==> config.mk <==
export PLATFORM = sky130hd
export DESIGN_NAME = scs_seq
export DESIGN_NICKNAME = d
export VERILOG_FILES = /design/src/hdl/scs_seq.v
export VERILOG_INCLUDE_DIRS = /design/src /design/src/hdl
export SDC_FILE = /design/constraint.sdc
export NUM_CORES = 2
export LEC_CHECK = 0
export BUFFER_PORTS_ARGS = -buffer_cell sky130_fd_sc_hd__buf_2
export CAP_MARGIN = 30
export CORE_MARGIN = 4
export CORE_UTILIZATION = 40
export DETAILED_ROUTE_END_ITERATION = 10
export PLACE_DENSITY = 0.57
export RECOVER_POWER = 25
export SYNTH_ARGS = -nofsm -noshare
export SYNTH_HDL_FRONTEND = slang
export SYNTH_SLANG_ARGS = --single-unit
export TNS_END_PERCENT = 20
==> constraint.sdc <==
create_clock -name i_clk -period 5.71 [get_ports i_clk]
set_input_delay 1.142 -clock i_clk [delete_from_list [all_inputs] [get_ports i_clk]]
set_output_delay 1.142 -clock i_clk [all_outputs]
set_load 0.1 [all_outputs]
==> src/hdl/scs_defines.vh <==
// Purpose: constants for the scan channel handshake sequencer
// Assumes: 100 MHz clock
// Notes:   times in ns, cycle counts derived from them
`ifndef SCS_DEFINES_VH
`define SCS_DEFINES_VH

// ----------------------------------------
// Timing
// ----------------------------------------
`define SCS_CLK_NS        10
`define SCS_PULSE_NS      7000
`define SCS_PULSE_CYC     (`SCS_PULSE_NS / `SCS_CLK_NS)
`define SCS_RATE_NS       1000000
`define SCS_RATE_CYC      ((`SCS_RATE_NS + `SCS_CLK_NS - 1) / `SCS_CLK_NS)
`define SCS_US_NS         1000
`define SCS_US_CYC        (`SCS_US_NS / `SCS_CLK_NS)

// ----------------------------------------
// Trigger modes
// ----------------------------------------
`define SCS_TRIG_IMM      2'h0
`define SCS_TRIG_EXT      2'h1
`define SCS_TRIG_MAN      2'h2
`define SCS_TRIG_RSV      2'h3

// ----------------------------------------
// Advance sources
// ----------------------------------------
`define SCS_ADV_AUTO      2'h0
`define SCS_ADV_EXT       2'h1
`define SCS_ADV_SINGLE    2'h2
`define SCS_ADV_RSV       2'h3

// ----------------------------------------
// Module types and four-wire limits
// ----------------------------------------
`define SCS_CARD_A        2'h0
`define SCS_CARD_B        2'h1
`define SCS_CARD_C        2'h2
`define SCS_CARD_NONE     2'h3
`define SCS_4W_LIM_A      7'h10
`define SCS_4W_LIM_BC     7'h0a

`endif

==> src/hdl/scs_seq.v <==
// Purpose: scan sequencer that closes list channels and handshakes with an external meter
// Assumes: one 100 MHz clock; meter pins are asynchronous
// Notes:   configuration and list inputs come from same-clock logic
//
// Functional notes
// - Run request enters wait state until the trigger condition occurs.
// - On trigger, first list channel closes before any meter trigger.
// - After closing, channel-closed output pulses low for about 7 us.
// - Channel-closed pulses are spaced so at most 1000 occur per second.
// - Valid advance opens current channel, closes next, pulses again.
// - Close, trigger, advance repeats until every list channel is scanned.
// - Handshake needs external falling-edge advance and non-external trigger.
// - External trigger with external advance is rejected.
// - Manual trigger with single-step advance is rejected.
// - Two-wire always allowed; four-wire only on low channels of certain modules.
// - Each list entry holds channel number, wiring mode and delay.

`include "scs_defines.vh"

module scs_seq #(
	parameter LIST_AW      = 6,
	parameter DLY_W        = 16,
	parameter PULSE_CYC    = `SCS_PULSE_CYC,
	parameter RATE_CYC     = `SCS_RATE_CYC,
	parameter US_CYC       = `SCS_US_CYC
) (
	// Clock and reset
	input  wire                i_clk,
	input  wire                i_sys_rst,
	// Run control and configuration
	input  wire                i_run_stop,
	input  wire [1:0]          i_trig_mode,
	input  wire [1:0]          i_adv_src,
	input  wire                i_adv_rising,
	input  wire                i_man_trig,
	input  wire                i_step,
	input  wire [7:0]          i_scan_cycles,
	input  wire [1:0]          i_card_type,
	// Scan list write port
	input  wire                i_list_we,
	input  wire [LIST_AW-1:0]  i_list_addr,
	input  wire [6:0]          i_list_chan,
	input  wire                i_list_four_wire_entry,
	input  wire [DLY_W-1:0]    i_list_dly_us,
	input  wire [LIST_AW:0]    i_list_len,
	// Meter pins
	input  wire                i_ext_trig_n,
	input  wire                i_measurement_complete_pulse_n,
	output reg                 o_chan_closed_n,
	// Relay drive
	output reg                 o_relay_close,
	output reg  [6:0]          o_relay_chan,
	output reg                 o_relay_four_wire,
	// Status
	output reg                 o_waiting,
	output reg                 o_busy,
	output reg                 o_done,
	output reg                 o_cfg_err,
	output reg                 o_entry_rej,
	output reg  [7:0]          o_cycle_cnt
);

	// ----------------------------------------
	// States
	// ----------------------------------------
	localparam ST_IDLE  = 3'h0;
	localparam ST_WAIT  = 3'h1;
	localparam ST_SETTL = 3'h2;
	localparam ST_PULSE = 3'h3;
	localparam ST_ADV   = 3'h4;
	localparam ST_OPEN  = 3'h5;

	// ----------------------------------------
	// Checks
	// ----------------------------------------
	function cfg_bad;
		input [1:0] tm;
		input [1:0] as;
		begin
			cfg_bad = (tm == `SCS_TRIG_EXT && as == `SCS_ADV_EXT) ||
				(tm == `SCS_TRIG_MAN && as == `SCS_ADV_SINGLE) ||
				(tm == `SCS_TRIG_RSV) || (as == `SCS_ADV_RSV);
		end
	endfunction

	function four_wire_ok;
		input [1:0] card;
		input [6:0] chan;
		begin
			if (card == `SCS_CARD_A) begin
				four_wire_ok = chan < `SCS_4W_LIM_A;
			end else if (card == `SCS_CARD_B || card == `SCS_CARD_C) begin
				four_wire_ok = chan < `SCS_4W_LIM_BC;
			end else begin
				four_wire_ok = 1'b0;
			end
		end
	endfunction

	// ----------------------------------------
	// Scan list
	// ----------------------------------------
	reg  [6:0]        list_chan [0:(1<<LIST_AW)-1];
	reg               list_4w   [0:(1<<LIST_AW)-1];
	reg  [DLY_W-1:0]  list_dly  [0:(1<<LIST_AW)-1];
	wire              entry_ok = !i_list_four_wire_entry || four_wire_ok(i_card_type, i_list_chan);

	// No reset on the array: contents are valid only once written
	always @(posedge i_clk) begin
		if (i_list_we && entry_ok) begin
			list_chan[i_list_addr] <= i_list_chan;
			list_4w[i_list_addr]   <= i_list_four_wire_entry;
			list_dly[i_list_addr]  <= i_list_dly_us;
		end
	end

	always @(posedge i_clk or posedge i_sys_rst) begin
		if (i_sys_rst) begin
			o_entry_rej <= 1'b0;
			o_cfg_err   <= 1'b0;
		end else begin
			if (i_list_we) begin
				o_entry_rej <= !entry_ok;
			end
			o_cfg_err <= cfg_bad(i_trig_mode, i_adv_src);
		end
	end

	// ----------------------------------------
	// Pin synchronisers and edges
	// ----------------------------------------
	reg  [2:0] trig_sync;
	reg  [2:0] adv_sync;

	always @(posedge i_clk or posedge i_sys_rst) begin
		if (i_sys_rst) begin
			trig_sync <= 3'h7;
			adv_sync  <= 3'h7;
		end else begin
			trig_sync <= {trig_sync[1:0], i_ext_trig_n};
			adv_sync  <= {adv_sync[1:0], i_measurement_complete_pulse_n};
		end
	end

	wire trig_fall = trig_sync[2] && !trig_sync[1];
	wire adv_fall  = adv_sync[2] && !adv_sync[1];
	wire adv_rise  = !adv_sync[2] && adv_sync[1];
	// Falling edge is the handshake setting; rising kept for other meters
	wire adv_edge  = i_adv_rising ? adv_rise : adv_fall;

	// ----------------------------------------
	// Pulse spacing
	// ----------------------------------------
	// Gap counter saturates so a long wait never wraps into a short gap
	reg  [23:0] gap_cnt;
	wire        gap_ok = gap_cnt >= RATE_CYC[23:0];

	// ----------------------------------------
	// Sequencer
	// ----------------------------------------
	reg  [2:0]        state;
	reg  [LIST_AW:0]  idx;
	reg  [DLY_W-1:0]  us_left;
	reg  [15:0]       sub_cnt;
	reg  [15:0]       pulse_cnt;
	wire [LIST_AW-1:0] ridx = idx[LIST_AW-1:0];
	wire              last = (idx + 1'b1) >= i_list_len;
	wire              cycles_done = (i_scan_cycles != 8'h00) && (o_cycle_cnt + 8'h01 >= i_scan_cycles);

	reg trig_hit;
	always @* begin
		if (i_trig_mode == `SCS_TRIG_IMM) begin
			trig_hit = 1'b1;
		end else if (i_trig_mode == `SCS_TRIG_EXT) begin
			trig_hit = trig_fall;
		end else if (i_trig_mode == `SCS_TRIG_MAN) begin
			trig_hit = i_man_trig;
		end else begin
			trig_hit = 1'b0;
		end
	end

	reg adv_hit;
	always @* begin
		if (i_adv_src == `SCS_ADV_AUTO) begin
			adv_hit = 1'b1;
		end else if (i_adv_src == `SCS_ADV_EXT) begin
			adv_hit = adv_edge;
		end else if (i_adv_src == `SCS_ADV_SINGLE) begin
			adv_hit = i_step;
		end else begin
			adv_hit = 1'b0;
		end
	end

	always @(posedge i_clk or posedge i_sys_rst) begin
		if (i_sys_rst) begin
			state             <= ST_IDLE;
			idx               <= {(LIST_AW+1){1'b0}};
			us_left           <= {DLY_W{1'b0}};
			sub_cnt           <= 16'h0000;
			pulse_cnt         <= 16'h0000;
			gap_cnt           <= 24'hff_ffff;
			o_chan_closed_n   <= 1'b1;
			o_relay_close     <= 1'b0;
			o_relay_chan      <= 7'h00;
			o_relay_four_wire <= 1'b0;
			o_waiting         <= 1'b0;
			o_busy            <= 1'b0;
			o_done            <= 1'b0;
			o_cycle_cnt       <= 8'h00;
		end else begin
			if (!gap_ok) begin
				gap_cnt <= gap_cnt + 24'h00_0001;
			end
			if (i_run_stop && state != ST_IDLE) begin
				// Stop aborts the scan and opens whatever is closed
				state           <= ST_IDLE;
				o_relay_close   <= 1'b0;
				o_chan_closed_n <= 1'b1;
				o_waiting       <= 1'b0;
				o_busy          <= 1'b0;
			end else begin
				case (state)
				ST_IDLE: begin
					if (i_run_stop && !cfg_bad(i_trig_mode, i_adv_src) && i_list_len != 0) begin
						state       <= ST_WAIT;
						o_waiting   <= 1'b1;
						o_busy      <= 1'b1;
						o_done      <= 1'b0;
						o_cycle_cnt <= 8'h00;
					end
				end
				ST_WAIT: begin
					if (trig_hit) begin
						// First channel closes before any meter trigger
						idx               <= {(LIST_AW+1){1'b0}};
						o_relay_chan      <= list_chan[0];
						o_relay_four_wire <= list_4w[0];
						o_relay_close     <= 1'b1;
						us_left           <= list_dly[0];
						sub_cnt           <= 16'h0000;
						o_waiting         <= 1'b0;
						state             <= ST_SETTL;
					end
				end
				ST_SETTL: begin
					if (us_left == {DLY_W{1'b0}}) begin
						if (gap_ok) begin
							o_chan_closed_n <= 1'b0;
							pulse_cnt       <= 16'h0000;
							gap_cnt         <= 24'h00_0000;
							state           <= ST_PULSE;
						end
					end else if (sub_cnt == US_CYC[15:0] - 16'h0001) begin
						sub_cnt <= 16'h0000;
						us_left <= us_left - 1'b1;
					end else begin
						sub_cnt <= sub_cnt + 16'h0001;
					end
				end
				ST_PULSE: begin
					if (pulse_cnt == PULSE_CYC[15:0] - 16'h0001) begin
						o_chan_closed_n <= 1'b1;
						state           <= ST_ADV;
					end else begin
						pulse_cnt <= pulse_cnt + 16'h0001;
					end
				end
				ST_ADV: begin
					// Advances are acted on only here; elsewhere they fall away
					if (adv_hit) begin
						o_relay_close <= 1'b0;
						state         <= ST_OPEN;
					end
				end
				ST_OPEN: begin
					if (!last) begin
						idx               <= idx + 1'b1;
						o_relay_chan      <= list_chan[ridx + 1'b1];
						o_relay_four_wire <= list_4w[ridx + 1'b1];
						o_relay_close     <= 1'b1;
						us_left           <= list_dly[ridx + 1'b1];
						sub_cnt           <= 16'h0000;
						state             <= ST_SETTL;
					end else if (cycles_done) begin
						o_cycle_cnt <= o_cycle_cnt + 8'h01;
						o_done      <= 1'b1;
						o_busy      <= 1'b0;
						state       <= ST_IDLE;
					end else begin
						o_cycle_cnt <= o_cycle_cnt + 8'h01;
						o_waiting   <= 1'b1;
						state       <= ST_WAIT;
					end
				end
				default: begin
					state <= ST_IDLE;
				end
				endcase
			end
		end
	end

endmodule

==> metrics.md <==
| Metric | Value |
|---|---|
| Final setup fails | 0 |
| Vias | 34200 |
| Core Area | 163000 µm² |
| Top FF cell, synth | edfxtp_1 |
| Chip width | 412 µm |
| Critical Path Source Type | flip-flop |
| Cell with the most instances after synthesis | edfxtp_1 |
| Vias/cell | 5.76 |
| DRT Pass-1 Iters | 6 |
| Slew Viols, Final | 1119 |
| Flops & latches, synth | 1647 |
| Slew @ Worst Pin | 3690 ps |
| Deepest clock path buffer count | 3 |
| Maximum VDD drop | 320 µV |
| DPL Wire Length | 99900 µm |
| Row Count | 148 |
| Tmin final | 4080 ps |
| Status | finished with violations |
| Arr. time, crit path | 4720 ps |
| Total gr overflow | 0 |
| Synth-to-Final Area Change | 15.3% |
| Fin cells | 5931 |
| Vias in the first global route | 34000 |
| Share of the synthesized area in the top cell type | 70.5% |
| First-pass GRT wire length | 254000 µm |
| Number of synthesized flops with an enable pin | 1536 |
| Die area | 170000 µm² |
| Setup Buffers After CTS | 0 |
| Reg clk slew, reported paths | 60 ps |
| Synthesized area per cell | 19.4 µm² |
| Fin. Hold Viols | 0 |
| Nets | 3698 |
| Antenna-violating nets left | 0 |
| Clk root buf | clkbuf_16 |
| # IOs | 83 |
| Starting DRT DRC Count | 4203 |
| CP Class | flip-flop to flip-flop |
| Cell count after synthesis | 3371 |
| Min-delay worst type | flip-flop to flip-flop |
| Ys async rst share | 6.74% |
| Die height | 412 µm |
| Unique masters post-synth | 74 |
| Fin Clk Skew | 23.8 ps |
| Total Neg Setup Slack | 0 ps |
| Initial antenna violation count | 15 |
| RSZ-0062 raised after global routing | false |
| Post-synthesis sequential area ratio | 74.8% |
| H-tree depth | 4 |
| Failing checks | capacitance limit, slew limit |
| HP Start | trig_sync[0] |
| Synth Warn # | 0 |
| Post_cts resized | 0 |
| Total GRT Usage | 21.0% |
| Max-cap violations | 18 |
| Global placer's final weighted congestion | 0.880 |
| Post-synth top area cell | edfxtp_1 |
| Drt total wl | 177000 µm |
| Synthesized area | 65400 µm² |
| Area contributors post-synth | edfxtp_1 (70%), mux4_2 (14%), dfrtp_1 (3.1%), nand2_1 (1.6%), dfstp_2 (1.2%) |
| TritonCTS clock tree | built |
| Critical Path RT | 6350 ps |
| Power per Cell Area | 387 nW/µm² |
| Max Clock Freq | 245 MHz |
| Starting density of the core | 40.2% |
| P_leak | 0.0235 µW |
| Rel. slew slack | -146% |
| CP Max Fanout | 77 |
| Reg-to-reg setup timing slack | 1630 ps |
| Syn Nets | 3455 |
| Final cycle utilization of the critical path | 71.5% |
| CTS Buf Count | 171 |
| Post-synth top cells | edfxtp_1 (1536), mux4_2 (406), nand2_1 (282) |
| Critical Path Sink Type | flip-flop |
| Layout cells sized above 1 | 26.2% |
| Sink Count | 1647 |
| Dpl cells | 5616 |
| DR DRC count | 0 |
| Largest net degree at the start of global routing | 87 |
| DR WL/cell | 29.9 µm |
| Port Buf Inserts | 82 |
| Crit path from | idx[0] |
| Worst r2r src | idx[0] |
| Hold-fix buffers, CTS | 0 |
| Later-pin clock latency in the skew report | 800 ps |
## stage by stage
stage	utilization [%]	setup WS (ps)	hold slack (ps)	cell area (µm²)	total power (µW)
global placement	43.1	1070	347	70000	18600
finish	46.4	1630	360	75400	29200
detailed placement	43.1	1590	348	70100	18600
CTS	46.4	1570	356	75500	29500
floorplan	-	1690	345	65400	17200
global route	46.4	1420	363	75400	30300
## sequential cells by signal, indices dropped and copies added, names as in the netlist
name	cells
adv_sync	3
o_done	1
gap_cnt	24
us_left	16
trig_sync	3
o_waiting	1
o_relay_four_wire	1
state	3
list_4w	64
o_cfg_err	1
o_relay_close	1
o_chan_closed_n	1
o_relay_chan	7
idx	7
list_chan	448
pulse_cnt	16
list_dly	1024
sub_cnt	16
o_cycle_cnt	8
o_busy	1
o_entry_rej	1
## logic make-up (layout without fill, tap and decap cells)
logic type / count (synthesis) / count (layout) / synth area share [%]
AOI/OAI and AO/OA: 302 / 302 / 3.04
xor gates and xnor gates: 32 / 32 / 0.463
adders and majority gates: 24 / 24 / 0.459
buffers and inverters: 211 / 590 / 1.52
DFF: 1647 / 1647 / 74.8
muxes: 463 / 463 / 14.8
other: 0 / 6 / 0
and+or+nand+nor: 692 / 692 / 4.87
## cell usage in the layout, fill, tap and decap left out, drive strengths merged, types with 15 or more instances in the layout
cell type  count
edfxtp      1536
mux4         406
nand2        282
clkbuf       232
buf          223
nor2         167
dfrtp         80
a21oi         77
clkinv        73
o21ai         68
mux2i         56
nand3         54
inv           39
and3          33
dfstp         31
nand4         30
nor3          26
ha            24
a211oi        21
nor4          20
xor2          20
o31ai         19
and2          18
o22ai         17
a31oi         15
bufinv        15
## final timing paths
kind	endpoint	cells past startpoint
min in group asynchronous	pulse_cnt[14]	2
worst max-delay path	o_relay_chan[3]	9
worst min register to register	trig_sync[1]	0
worst max register to register	o_relay_chan[3]	9
max in group asynchronous	sub_cnt[8]	3
worst min-delay path	trig_sync[1]	0
## where the power goes
part	switching, µW	leakage [µW]	internal, µW
clock	4610	0.00264	6280
sequential	289	0.0152	13500
combinational	2670	0.00573	1900
total	7560	0.0235	21700
## metal layers
metal / track usage, % / vias up / wire, µm
li1: - / 14300 / -
met1: 30.6 / 18300 / 76500
met2: 32.4 / 1360 / 83200
met3: 3.77 / 250 / 12900
met4: 6.25 / 2 / 4750
met5: 0 / - / 16
## cell type report
| cell class | instances | area, µm² |
|---|---|---|
| inverter | 35 | 140 |
| tap | 2175 | 2720 |
| timing repair buffer | 246 | 2370 |
| clock buffer | 210 | 4510 |
| multi-input combinational | 1513 | 15800 |
| sequential | 1647 | 48900 |
| antenna | 6 | 15.0 |
| fill | 13700 | 87100 |
| clock inverter | 99 | 900 |
## critical path, cell delays in order (launching register included)
cell and delay (ps):
dfrtp_4 550, ha_4 210, xnor2_4 270, inv_8 570
buf_4 640, mux4_2 420, mux4_2 480, mux2_2 360
o22ai_1 170, a311oi_1 70
(Power assumes the default switching activity.)
